File: config.mk
export PLATFORM = sky130hd
export DESIGN_NAME = pps_top
export DESIGN_NICKNAME = d
export VERILOG_FILES = /design/src/hdl/pps_pkg.sv /design/src/hdl/pps_seq_if.sv /design/src/hdl/pps_trigger.sv /design/src/hdl/pps_top.sv
export VERILOG_INCLUDE_DIRS = /design/src /design/src/hdl
export SDC_FILE = /design/constraint.sdc
export NUM_CORES = 1
export LEC_CHECK = 0
export BUFFER_PORTS_ARGS = -buffer_cell sky130_fd_sc_hd__buf_4
export CORE_MARGIN = 1
export CORE_UTILIZATION = 30
export DETAILED_ROUTE_END_ITERATION = 7
export GPL_TIMING_DRIVEN = 1
export PLACE_DENSITY = 0.49
export SYNTH_ARGS = -nofsm -noshare
export SYNTH_HDL_FRONTEND = slang
export SYNTH_HIERARCHICAL = 1
export SYNTH_SLANG_ARGS = --single-unit
File: constraint.sdc
create_clock -name sys_clk -period 8.8 [get_ports sys_clk]
set_clock_uncertainty 0.2 [all_clocks]
set_input_delay 0.44 -clock sys_clk [delete_from_list [all_inputs] [get_ports sys_clk]]
set_output_delay 0.44 -clock sys_clk [all_outputs]
set_load 0.005 [all_outputs]
File: src/hdl/pps_defs.svh
// register offsets, command codes, reset values and timing counts of the preset sequencer
`ifndef PPS_DEFS_SVH
`define PPS_DEFS_SVH
`define PPS_OFF_STORED_B0 8'h23
`define PPS_OFF_STORED_B1 8'h24
`define PPS_OFF_STORED_B2 8'h25
`define PPS_OFF_STORED_B3 8'h26
`define PPS_OFF_STORED_B4 8'h27
`define PPS_OFF_TARGET_B0 8'h2A
`define PPS_OFF_TARGET_B1 8'h2B
`define PPS_OFF_TARGET_B2 8'h2C
`define PPS_OFF_TARGET_B3 8'h2D
`define PPS_OFF_TARGET_B4 8'h2E
`define PPS_OFF_SER_TARGET_B0 8'h4D
`define PPS_OFF_SER_TARGET_B1 8'h4E
`define PPS_OFF_SER_TARGET_B2 8'h4F
`define PPS_OFF_SER_TARGET_B3 8'h50
`define PPS_OFF_SER_TARGET_B4 8'h51
`define PPS_OFF_PIN_SEL 8'h30
`define PPS_OFF_COMMAND 8'h70
`define PPS_OFF_STATUS 8'h71
`define PPS_OFF_CRC8 8'h72
`define PPS_CMD_PRESET_NOW 8'h08
`define PPS_CMD_PRESET_PERSIST 8'h09
`define PPS_MODE_NONSPI_LO 3'h2
`define PPS_MODE_NONSPI_HI 3'h7
`define PPS_RST_TARGET 36'h000000000
`define PPS_RST_PIN_SEL 8'h00
`define PPS_RST_CRC8 8'h00
`define PPS_RST_OFFSET 36'h000000000
`define PPS_HALT_SETTLE_CYC 4'h2
`endif

File: src/hdl/pps_pkg.sv
// types shared by the preset sequencer modules
package pps_pkg;
  typedef logic [35:0] pps_pos_t;
  typedef enum logic [2:0] {
    ST_IDLE,
    ST_HALT,
    ST_CAPTURE,
    ST_COMPUTE,
    ST_PERSIST,
    ST_RESTART
  } pps_state_t;
endpackage

File: src/hdl/pps_seq_if.sv
// start handshake between trigger logic and sequencer
`timescale 1ns/1ps
interface pps_seq_if;
  logic start;
  logic persist;
  logic busy;
  modport src (output start, output persist, input busy);
  modport dst (input start, input persist, output busy);
endinterface

File: src/hdl/pps_trigger.sv
// preset trigger: command register writes and the synchronised preset pin
`timescale 1ns/1ps
`include "pps_defs.svh"
module pps_trigger (
  input wire logic clk,
  input wire logic rst_n,
  input wire logic preset_request_n,
  input wire logic cmd_wr,
  input wire logic [7:0] cmd_code,
  input wire logic [7:0] pin_trigger_command_select,
  input wire logic [2:0] port_a_interface_select,
  pps_seq_if.src seq
);
  import pps_pkg::*;
  logic pin_meta_ff;
  logic pin_sync_ff;
  logic pin_prev_ff;
  logic start_ff;
  logic persist_ff;
  logic pin_fall;
  logic pin_enabled;
  logic cmd_now;
  logic cmd_persist;
  logic pin_now;
  logic pin_persist;

  // two-stage synchroniser, then edge history
  always_ff @(posedge clk or negedge rst_n) begin
    if (!rst_n) begin
      pin_meta_ff <= 1'b1;
      pin_sync_ff <= 1'b1;
      pin_prev_ff <= 1'b1;
    end else begin
      pin_meta_ff <= preset_request_n;
      pin_sync_ff <= pin_meta_ff;
      pin_prev_ff <= pin_sync_ff;
    end
  end

  assign pin_enabled = (port_a_interface_select >= `PPS_MODE_NONSPI_LO) &&
                       (port_a_interface_select <= `PPS_MODE_NONSPI_HI);
  assign pin_fall = pin_prev_ff && !pin_sync_ff && pin_enabled;
  assign cmd_now = cmd_wr && (cmd_code == `PPS_CMD_PRESET_NOW);
  assign cmd_persist = cmd_wr && (cmd_code == `PPS_CMD_PRESET_PERSIST);
  assign pin_now = pin_fall && (pin_trigger_command_select == `PPS_CMD_PRESET_NOW);
  assign pin_persist = pin_fall && (pin_trigger_command_select == `PPS_CMD_PRESET_PERSIST);

  // one-cycle start pulse; a persist request wins if both come together
  always_ff @(posedge clk or negedge rst_n) begin
    if (!rst_n) begin
      start_ff <= 1'b0;
      persist_ff <= 1'b0;
    end else begin
      start_ff <= !seq.busy && !start_ff && (cmd_now || cmd_persist || pin_now || pin_persist);
      persist_ff <= cmd_persist || pin_persist;
    end
  end

  assign seq.start = start_ff;
  assign seq.persist = persist_ff;
endmodule

File: src/hdl/pps_top.sv
// position preset sequencer: registers, offset path and preset state machine
`timescale 1ns/1ps
`include "pps_defs.svh"
module pps_top #(
  parameter logic [7:0] CRC8_POLY = 8'h07
) (
  input wire logic sys_clk,
  input wire logic reset_n,
  input wire logic [7:0] reg_addr,
  input wire logic [7:0] reg_wdata,
  input wire logic reg_wr,
  input wire logic reg_rd,
  output logic [7:0] reg_rdata,
  input wire logic preset_request_n,
  input wire logic [2:0] port_a_interface_select,
  input wire pps_pkg::pps_pos_t sync_position,
  output pps_pkg::pps_pos_t output_position,
  output logic converter_halt,
  output logic e2p_write_req,
  input wire logic e2p_write_done,
  output pps_pkg::pps_pos_t stored_position_offset,
  output logic [7:0] stored_crc8,
  output logic preset_busy
);
  import pps_pkg::*;
  logic rst_meta_ff;
  logic rst_n_ff;
  pps_pos_t target_ff;
  logic [7:0] pin_sel_ff;
  logic [7:0] rdata_ff;
  pps_state_t state_ff;
  pps_state_t nxt_state;
  logic [3:0] settle_ff;
  logic persist_ff;
  pps_pos_t capture_ff;
  pps_pos_t runtime_off_ff;
  pps_pos_t stored_off_ff;
  logic [7:0] crc_ff;
  pps_pos_t out_pos_ff;
  logic halt_ff;
  logic e2p_req_ff;
  logic busy_ff;
  logic cmd_wr;
  pps_seq_if seq_if ();

  // crc over the five offset bytes, high byte first, last byte holding the low nibble
  function automatic logic [7:0] pps_crc8(input pps_pos_t off);
    logic [39:0] bytes;
    logic [7:0] c;
    bytes = {off[35:28], off[27:20], off[19:12], off[11:4], off[3:0], 4'h0};
    c = 8'h00;
    for (int i = 39; i >= 0; i--) begin
      if (c[7] ^ bytes[i]) begin
        c = {c[6:0], 1'b0} ^ CRC8_POLY;
      end else begin
        c = {c[6:0], 1'b0};
      end
    end
    return c;
  endfunction

  // reset release through two flops
  always_ff @(posedge sys_clk or negedge reset_n) begin
    if (!reset_n) begin
      rst_meta_ff <= 1'b0;
      rst_n_ff <= 1'b0;
    end else begin
      rst_meta_ff <= 1'b1;
      rst_n_ff <= rst_meta_ff;
    end
  end

  assign cmd_wr = reg_wr && (reg_addr == `PPS_OFF_COMMAND);

  pps_trigger u_trigger (
    .clk(sys_clk),
    .rst_n(rst_n_ff),
    .preset_request_n(preset_request_n),
    .cmd_wr(cmd_wr),
    .cmd_code(reg_wdata),
    .pin_trigger_command_select(pin_sel_ff),
    .port_a_interface_select(port_a_interface_select),
    .seq(seq_if.src)
  );

  // writable configuration; target can change mid-preset, the compute step samples it once
  always_ff @(posedge sys_clk or negedge rst_n_ff) begin
    if (!rst_n_ff) begin
      target_ff <= `PPS_RST_TARGET;
      pin_sel_ff <= `PPS_RST_PIN_SEL;
    end else if (reg_wr) begin
      case (reg_addr)
        // nibble and byte placement of the target
        `PPS_OFF_TARGET_B0, `PPS_OFF_SER_TARGET_B0: target_ff[3:0] <= reg_wdata[7:4];
        `PPS_OFF_TARGET_B1, `PPS_OFF_SER_TARGET_B1: target_ff[11:4] <= reg_wdata;
        `PPS_OFF_TARGET_B2, `PPS_OFF_SER_TARGET_B2: target_ff[19:12] <= reg_wdata;
        `PPS_OFF_TARGET_B3, `PPS_OFF_SER_TARGET_B3: target_ff[27:20] <= reg_wdata;
        `PPS_OFF_TARGET_B4, `PPS_OFF_SER_TARGET_B4: target_ff[35:28] <= reg_wdata;
        `PPS_OFF_PIN_SEL: pin_sel_ff <= reg_wdata;
        default: ;
      endcase
    end
  end

  // read data, one cycle after the strobe; unmapped reads give zero
  always_ff @(posedge sys_clk or negedge rst_n_ff) begin
    if (!rst_n_ff) begin
      rdata_ff <= 8'h00;
    end else if (reg_rd) begin
      case (reg_addr)
        `PPS_OFF_TARGET_B0, `PPS_OFF_SER_TARGET_B0: rdata_ff <= {target_ff[3:0], 4'h0};
        `PPS_OFF_TARGET_B1, `PPS_OFF_SER_TARGET_B1: rdata_ff <= target_ff[11:4];
        `PPS_OFF_TARGET_B2, `PPS_OFF_SER_TARGET_B2: rdata_ff <= target_ff[19:12];
        `PPS_OFF_TARGET_B3, `PPS_OFF_SER_TARGET_B3: rdata_ff <= target_ff[27:20];
        `PPS_OFF_TARGET_B4, `PPS_OFF_SER_TARGET_B4: rdata_ff <= target_ff[35:28];
        `PPS_OFF_STORED_B0: rdata_ff <= {stored_off_ff[3:0], 4'h0};
        `PPS_OFF_STORED_B1: rdata_ff <= stored_off_ff[11:4];
        `PPS_OFF_STORED_B2: rdata_ff <= stored_off_ff[19:12];
        `PPS_OFF_STORED_B3: rdata_ff <= stored_off_ff[27:20];
        `PPS_OFF_STORED_B4: rdata_ff <= stored_off_ff[35:28];
        `PPS_OFF_PIN_SEL: rdata_ff <= pin_sel_ff;
        `PPS_OFF_STATUS: rdata_ff <= {6'h00, persist_ff, busy_ff};
        `PPS_OFF_CRC8: rdata_ff <= crc_ff;
        default: rdata_ff <= 8'h00;
      endcase
    end
  end

  // sequence state transitions
  always_comb begin
    nxt_state = state_ff;
    case (state_ff)
      ST_IDLE: begin
        if (seq_if.start) begin
          nxt_state = ST_HALT;
        end
      end
      ST_HALT: begin
        // measure only once the converter has settled
        if (settle_ff == 4'h0) begin
          nxt_state = ST_CAPTURE;
        end
      end
      ST_CAPTURE: nxt_state = ST_COMPUTE;
      ST_COMPUTE: begin
        // only persist presets write the EEPROM
        nxt_state = persist_ff ? ST_PERSIST : ST_RESTART;
      end
      ST_PERSIST: begin
        if (e2p_write_done) begin
          nxt_state = ST_RESTART;
        end
      end
      ST_RESTART: nxt_state = ST_IDLE;
      default: nxt_state = ST_IDLE;
    endcase
  end

  always_ff @(posedge sys_clk or negedge rst_n_ff) begin
    if (!rst_n_ff) begin
      state_ff <= ST_IDLE;
    end else begin
      state_ff <= nxt_state;
    end
  end

  // halt settle counter and the kind of preset latched at start
  always_ff @(posedge sys_clk or negedge rst_n_ff) begin
    if (!rst_n_ff) begin
      settle_ff <= 4'h0;
      persist_ff <= 1'b0;
    end else if (state_ff == ST_IDLE && seq_if.start) begin
      settle_ff <= `PPS_HALT_SETTLE_CYC;
      persist_ff <= seq_if.persist;
    end else if (state_ff == ST_HALT && settle_ff != 4'h0) begin
      settle_ff <= settle_ff - 4'h1;
    end
  end

  // converter halt and busy; busy also blocks new triggers
  always_ff @(posedge sys_clk or negedge rst_n_ff) begin
    if (!rst_n_ff) begin
      halt_ff <= 1'b0;
      busy_ff <= 1'b0;
    end else begin
      halt_ff <= (nxt_state != ST_IDLE) && (nxt_state != ST_RESTART);
      busy_ff <= nxt_state != ST_IDLE;
    end
  end

  // capture and offset computation
  always_ff @(posedge sys_clk or negedge rst_n_ff) begin
    if (!rst_n_ff) begin
      capture_ff <= `PPS_RST_OFFSET;
      runtime_off_ff <= `PPS_RST_OFFSET;
      stored_off_ff <= `PPS_RST_OFFSET;
      crc_ff <= `PPS_RST_CRC8;
    end else if (state_ff == ST_CAPTURE) begin
      capture_ff <= sync_position;
    end else if (state_ff == ST_COMPUTE) begin
      // runtime offset from capture and target
      runtime_off_ff <= capture_ff - target_ff;
      stored_off_ff <= capture_ff - target_ff;
      if (persist_ff) begin
        crc_ff <= pps_crc8(capture_ff - target_ff);
      end
    end
  end

  // eeprom write request held until the write engine answers
  always_ff @(posedge sys_clk or negedge rst_n_ff) begin
    if (!rst_n_ff) begin
      e2p_req_ff <= 1'b0;
    end else begin
      e2p_req_ff <= (nxt_state == ST_PERSIST);
    end
  end

  // output path, wraps modulo 2^36
  always_ff @(posedge sys_clk or negedge rst_n_ff) begin
    if (!rst_n_ff) begin
      out_pos_ff <= `PPS_RST_OFFSET;
    end else begin
      out_pos_ff <= sync_position - runtime_off_ff;
    end
  end

  assign seq_if.busy = busy_ff;
  assign reg_rdata = rdata_ff;
  assign output_position = out_pos_ff;
  assign converter_halt = halt_ff;
  assign e2p_write_req = e2p_req_ff;
  assign stored_position_offset = stored_off_ff;
  assign stored_crc8 = crc_ff;
  assign preset_busy = busy_ff;
endmodule

**Yosys cells after proc, flatten, opt, wreduce, memory -nomap -nowiden**

Cells that the tools add are included.

- Output and inout port bits: 91
- Register bits: 186

- Bitwise operators: 75
- $lt $le $gt $ge: 2
- Multiplexer cells: 165
- Add/subtract/negate cells: 3
- Reductions and logical operators: 38
- Eq/ne operators: 29

Operators by type and width:

| operator | number |
|---|---|
| $mux 8 | 117 |
| $mux 3 | 43 |
| $not 3->3 | 39 |
| $pmux 8 s13 | 1 |
| $eq 8x6->1 const B | 11 |
| $sub 36x36->36 | 2 |
| $eq 8x7->1 const B | 8 |
| $xor 1x1->1 | 35 |
| $eq 8x4->1 const B | 4 |
| $pmux 3 s5 | 1 |
| $reduce_and 2->1 | 7 |
| $logic_and 1x1->1 | 13 |
| $reduce_or 2->1 | 5 |
| $mux 4 | 2 |
| $eq 3x2->1 const B | 2 |
| $eq 3x3->1 const B | 2 |
| $logic_not 4->1 | 1 |
| $logic_or 1x1->1 | 4 |
| $reduce_bool 4->1 | 1 |
| $sub 4x1->4 const B | 1 |
| $eq 3x1->1 const B | 1 |
| $ge 3x2->1 const B | 1 |
| $le 3x3->1 const B | 1 |
| $logic_not 1->1 | 3 |
| 7 further kinds | 7 |

**Longest topological paths before layout**

- Depth after elaboration: 197
- Gate-level depth with buffers: 20
- Depth with buffers taken out: 20

**Hierarchy**

Netlist, hierarchy kept.

Modules (own cells, without submodules):

| module | cells each | seq. area each (sq um) | area an instance (sq um) | times used |
|---|---|---|---|---|
| pps_top | 1178 | 4529.3 | 11731.3 | 1 |
| pps_trigger | 16 | 128.9 | 211.5 | 1 |

**Worst setup path before layout**

OpenSTA, ideal clock, no wires.

- Path kind: register -> register
- Start: reg capture_ff[0]
- End: reg crc_ff[0], in the netlist stored_crc8[0]
- Path buffers: 0
- Setup slack: 4201 ps
- Stages on the path, launching flop included: 21
- Clock period less this slack: 4599 ps
- Data arrival time: 4274 ps
- Setup time: 125 ps
- Cells stage by stage: dfrtp_1 > inv_1 > ha_1 > inv_1 > fa_1 > a211oi_1 > o21ai_1 > nand4_1 > a21oi_1 > o21bai_1 > a21oi_2 > a211oi_2 > xnor2_2 > xnor3_1 > xnor3_1 > xor2_1 > xnor2_2 > xor3_1 > xnor2_2 > xnor2_1 > o21ai_1

- Word-level cells in the longest chain between the ends: 146
- Elaborated cells between the ends (all ways): 205
- Those cells by class: 1 x add/sub; 148 x mux; 56 x bitwise

Ends and longest elaborated chain:

| item | RTL line | text |
|---|---|---|
| start, declared | pps_top.sv:35 | `pps_pos_t capture_ff;` |
| start signal, assigned | pps_top.sv:194 | `` capture_ff <= `PPS_RST_OFFSET; `` |
| start signal, assigned | pps_top.sv:199 | `capture_ff <= sync_position;` |
| $sub 36x36->36 (*) | pps_top.sv:205 | `crc_ff <= pps_crc8(capture_ff - target_ff);` |
| $mux 3 | pps_top.sv:53 | `if (c[7] ^ bytes[i]) begin` |
| $mux 8 | pps_top.sv:204 | `if (persist_ff) begin` |
| $mux 8 | pps_top.sv:200 | `end else if (state_ff == ST_COMPUTE) begin` |
| $mux 8 | pps_top.sv:198 | `end else if (state_ff == ST_CAPTURE) begin` |
| $not 3->3 (no line) | -- |  |
| $mux 3 | pps_top.sv:53 |  |
| $mux 8 | pps_top.sv:204 |  |
| [130 not listed] | -- |  |
| $mux 8 (*) | pps_top.sv:198 |  |
| $mux 8 (*) | pps_top.sv:204 |  |
| $mux 8 (*) | pps_top.sv:200 |  |
| $mux 8 (*) | pps_top.sv:198 |  |
| $mux 8 (*) | pps_top.sv:204 |  |
| $mux 8 (*) | pps_top.sv:200 |  |
| $mux 8 (*) | pps_top.sv:198 |  |
| $mux 3 (*) | pps_top.sv:53 |  |
| end signal, assigned | pps_top.sv:197 | `` crc_ff <= `PPS_RST_CRC8; `` |
| end signal, assigned | pps_top.sv:205 |  |
| end, declared | pps_top.sv:38 | `logic [7:0] crc_ff;` |

Mark *: on every way between the ends. The rest lies on a longest branch, timed or not. The select of a mux whose other input is x is not followed.
A chain may end at the register's enable or synchronous reset.

**Final worst setup path**

- Start: in sync_position[0]
- End: reg out_pos_ff[34], in the netlist output_position[34]

- Word-level cells in the longest chain between the ends: 1

Ends and longest elaborated chain:

| item | RTL line | text |
|---|---|---|
| start, declared | pps_top.sv:16 | `input wire pps_pkg::pps_pos_t sync_position,` |
| $sub 36x36->36 | pps_top.sv:224 | `out_pos_ff <= sync_position - runtime_off_ff;` |
| end signal, assigned | pps_top.sv:222 | `` out_pos_ff <= `PPS_RST_OFFSET; `` |
| end signal, assigned | pps_top.sv:224 |  |
| end, declared | pps_top.sv:39 | `pps_pos_t out_pos_ff;` |

Every way passes these cells.

==> metrics.txt <==
# TYPE chip_impl_metric gauge
chip_impl_info{name="ys_top_cells_by_area",value="sky130_fd_sc_hd__dfrtp_1 38%, sky130_fd_sc_hd__mux2_2 8.3%, sky130_fd_sc_hd__ha_1 7.4%"} 1
chip_impl_metric{name="design.core.area",unit="um^2"} 38900
chip_impl_metric{name="num_rows",unit=""} 72
chip_impl_metric{name="timing_max_transition_violations_final",unit=""} 0
chip_impl_metric{name="drive_gt1_share",unit="%"} 23.6
chip_impl_metric{name="antenna_cells",unit=""} 0
chip_impl_info{name="ctsRootBufferMaster",value="sky130_fd_sc_hd__clkbuf_16"} 1
chip_impl_metric{name="num-nets-final",unit=""} 1479
chip_impl_metric{name="finalWeightedCongestion",unit=""} 0.872
chip_impl_info{name="outcome",value="complete, no violations"} 1
chip_impl_metric{name="setup-violations-final",unit=""} 0
chip_impl_info{name="timing_worst_setup_path_type",value="primary input to register"} 1
chip_impl_metric{name="port_buffers",unit=""} 150
chip_impl_metric{name="yosys_warnings",unit=""} 6
chip_impl_metric{name="grt_max_degree",unit=""} 69
chip_impl_metric{name="post_cts.resized_instances",unit=""} 0
chip_impl_metric{name="clkSinkCount",unit=""} 186
chip_impl_metric{name="antenna_found_initial",unit=""} 0
chip_impl_metric{name="number_of_drc_markers_after_the_initial_detailed_route_iteration",unit=""} 733
chip_impl_info{name="timing.hold.worst.class",value="primary input to register"} 1
chip_impl_info{name="layout.cells.most_common",value="sky130_fd_sc_hd__dfrtp_1"} 1
chip_impl_metric{name="post_synthesis_instance_total",unit=""} 1194
chip_impl_metric{name="setup_total_negative_slack",unit="ns"} 0
chip_impl_metric{name="count_of_tritonroute_iterations_in_the_first_routing_pass",unit=""} 7
chip_impl_metric{name="grt_util_all_layers",unit="%"} 18.4
chip_impl_metric{name="floorplan.initialDensity",unit="%"} 30.7
chip_impl_metric{name="slew-limit-headroom",unit="%"} 20.5
chip_impl_metric{name="postLayoutCoreUtil",unit="%"} 36.7
chip_impl_metric{name="synthesis.nets",unit=""} 1328
chip_impl_metric{name="dp.final_hpwl",unit="um"} 28800
chip_impl_metric{name="async_reset_ff_share",unit="%"} 100
chip_impl_metric{name="timing.critical_path.fanout_max",unit=""} 5
chip_impl_metric{name="synth.distinct_cells",unit=""} 77
chip_impl_metric{name="die_y",unit="um"} 202
chip_impl_metric{name="finalCriticalPeriod",unit="ns"} 5.43
chip_impl_metric{name="timing.critical_path.required",unit="ns"} 8.98
chip_impl_metric{name="drc",unit=""} 0
chip_impl_info{name="cp-start-kind",value="primary input"} 1
chip_impl_metric{name="timing.final.crit_share",unit="%"} 61.7
chip_impl_metric{name="timing.fmax",unit="MHz"} 184
chip_impl_metric{name="worst_slew_pin_slew",unit="ns"} 1.19
chip_impl_metric{name="maxCapViolations",unit=""} 0
chip_impl_info{name="synth_top_area_cell",value="sky130_fd_sc_hd__dfrtp_1"} 1
chip_impl_metric{name="post_drt_via_cell_ratio",unit=""} 4.92
chip_impl_metric{name="worst_setup_hold_path_clk_slew",unit="ns"} 0.07
chip_impl_metric{name="design.die.area",unit="um^2"} 40600
chip_impl_metric{name="dr_total_vias",unit=""} 9237
chip_impl_metric{name="numCtsBuffers",unit=""} 17
chip_impl_metric{name="htreeDepth",unit=""} 4
chip_impl_metric{name="netlist.area_leader.share",unit="%"} 38.3
chip_impl_metric{name="critical_path_arrival",unit="ns"} 5.60
chip_impl_metric{name="layout-area-overhead-vs-synth",unit="%"} 19.6
chip_impl_metric{name="syn-cell-area",unit="um^2"} 11900
chip_impl_metric{name="hold_viol_final",unit=""} 0
chip_impl_info{name="cts_tree",value="built"} 1
chip_impl_metric{name="cts-root-to-sink-buffers",unit=""} 2
chip_impl_metric{name="synth_sequential_area_ratio",unit="%"} 39.0
chip_impl_metric{name="drtAntennaViolNets",unit=""} 0
chip_impl_metric{name="detail_route.wl_per_cell",unit="um"} 19.4
chip_impl_metric{name="first_global_vias",unit=""} 9307
chip_impl_info{name="grt_setup_unrepaired",value="no"} 1
chip_impl_metric{name="grt_first_pass_wirelength",unit="um"} 56300
chip_impl_metric{name="die_width",unit="um"} 202
chip_impl_info{name="worst_setup_path_end_kind",value="register"} 1
chip_impl_metric{name="ioPinCount",unit=""} 152
chip_impl_metric{name="clock_latency",unit="ns"} 0.46
chip_impl_info{name="synth_ff_type",value="sky130_fd_sc_hd__dfrtp_1"} 1
chip_impl_metric{name="global_route.overflow_total",unit=""} 0
chip_impl_metric{name="ys_seq_elements",unit=""} 186
chip_impl_info{name="commonest_cells_after_routing_fill_and_taps_aside",value="182 x sky130_fd_sc_hd__dfrtp_1, 157 x sky130_fd_sc_hd__buf_4, 105 x sky130_fd_sc_hd__inv_1"} 1
chip_impl_metric{name="route.final.wire_length",unit="um"} 36400
chip_impl_metric{name="avgSynthCellArea",unit="um^2"} 10.0
chip_impl_metric{name="synth_edf_count",unit=""} 0
logic make-up (layout without fill, tap and decap cells):
family	count (synthesis)	count (layout)	synth area share, %
other	1	1	0.0314
buffers and inverters	134	298	4.22
and+or+nand+nor	288	288	11.7
muxes	97	97	9.89
AOI/OAI and AO/OA	267	267	15.0
xor gates and xnor gates	148	148	12.4
adders and majority gates	73	73	7.77
DFF	186	186	39.0
synth_stat cells (7+ instances only):
cell type / instances
sky130_fd_sc_hd__nand2_1: 98
sky130_fd_sc_hd__o21ai_1: 10
sky130_fd_sc_hd__inv_1: 105
sky130_fd_sc_hd__o21a_1: 10
sky130_fd_sc_hd__nand2b_1: 12
sky130_fd_sc_hd__mux4_2: 8
sky130_fd_sc_hd__and3_1: 13
sky130_fd_sc_hd__a21o_1: 15
sky130_fd_sc_hd__nor3_1: 14
sky130_fd_sc_hd__ha_1: 71
sky130_fd_sc_hd__o21ai_0: 70
sky130_fd_sc_hd__xnor2_1: 93
sky130_fd_sc_hd__xor2_1: 37
sky130_fd_sc_hd__a211oi_1: 7
sky130_fd_sc_hd__xnor2_2: 9
sky130_fd_sc_hd__dfrtp_1: 183
sky130_fd_sc_hd__nor2_1: 68
sky130_fd_sc_hd__nand3_1: 20
sky130_fd_sc_hd__o22ai_1: 8
sky130_fd_sc_hd__nor4b_1: 8
sky130_fd_sc_hd__a21oi_1: 64
sky130_fd_sc_hd__nor2b_1: 22
sky130_fd_sc_hd__a22oi_1: 9
sky130_fd_sc_hd__mux2_2: 88
sky130_fd_sc_hd__a21boi_0: 9
sky130_fd_sc_hd__clkbuf_1: 24
area by class of cell:
| cell class | count | area [um^2] |
|---|---|---|
| repair buffers | 160 | 1210 |
| clock buffers | 21 | 450 |
| inverters | 106 | 398 |
| flip-flops and latches | 186 | 4660 |
| well taps | 518 | 648 |
| clock inverters | 11 | 133 |
| fillers | 3993 | 24600 |
| multi-input cells | 874 | 6790 |
flip-flops by register name, indices dropped and copies added, names as in the netlist:
signal                  count
state_ff                    3
rst_meta_ff                 1
converter_halt              1
u_trigger/seq.persist       1
stored_position_offset     36
capture_ff                 36
u_trigger/pin_meta_ff       1
output_position            36
e2p_write_req               1
u_trigger/pin_prev_ff       1
target_ff                  36
preset_busy                 1
settle_ff                   4
rst_n_ff                    1
u_trigger/pin_sync_ff       1
persist_ff                  1
reg_rdata                   8
u_trigger/seq.start         1
stored_crc8                 8
pin_sel_ff                  8
per-stage QoR:
step                hold slack, ns  area, um^2  worst slack, ns  instances
floorplan                  -0.0556       11900             3.04       1194
global placement            0.0234       13700             3.45       1841
detailed placement          0.0253       13700             3.46       1841
CTS                         0.0135       14300             3.38       1876
global route                0.0197       14300             2.89       1876
finish                      0.0324       14300             3.37       1876
metal layers:
layer  track usage (%)  vias up  part of all wire [%]
met5                 0        -                     0
met4              6.22        0                   2.5
met3              2.61       32                   3.9
met2              30.1      219                    47
met1              24.8     4492                    46
li1                  -     4494                     -
critical path, cell delays in order:
cell and delay [ns]:
sky130_fd_sc_hd__dlygate4sd3_1 0.53, sky130_fd_sc_hd__buf_4 0.11, sky130_fd_sc_hd__inv_1 0.04, sky130_fd_sc_hd__ha_1 0.21, sky130_fd_sc_hd__fa_1 0.41, sky130_fd_sc_hd__nor2b_1 0.12
sky130_fd_sc_hd__o21ai_0 0.11, sky130_fd_sc_hd__a21boi_0 0.29, sky130_fd_sc_hd__o21ai_0 0.15, sky130_fd_sc_hd__a21boi_0 0.27, sky130_fd_sc_hd__o21ai_0 0.19, sky130_fd_sc_hd__a21boi_0 0.34
sky130_fd_sc_hd__o21ai_0 0.16, sky130_fd_sc_hd__a21boi_0 0.28, sky130_fd_sc_hd__o21ai_0 0.18, sky130_fd_sc_hd__a21oi_1 0.33, sky130_fd_sc_hd__a31oi_1 0.23, sky130_fd_sc_hd__o21ai_0 0.23
sky130_fd_sc_hd__buf_4 0.18, sky130_fd_sc_hd__a41oi_1 0.21, sky130_fd_sc_hd__a311oi_1 0.41, sky130_fd_sc_hd__xor2_1 0.18
path summary, 6_finish.rpt:
path | from | to | depth (start not counted) | slack [ns]
hold / removal | sync_position[3] | capture_ff[3] | 2 | 0.03
setup reg to reg | capture_ff[0] | stored_crc8[0] | 20 | 3.38
hold reg to reg | rst_meta_ff | rst_n_ff | 0 | 0.15
max in group asynchronous | rst_n_ff | capture_ff[7] | 2 | 6.05
min in group asynchronous | reset_n | rst_n_ff | 2 | 0.11
setup / recovery | sync_position[0] | output_position[34] | 22 | 3.37
timing repair:
item / in CTS / in global routing
hold buffers: 3 / 0
setup buffers: 0 / 0
endpoints found under the hold margin: 4 / 0
Power is not shown: default switching activity piles up to over one toggle a cycle in this logic, so the estimate is an artifact.
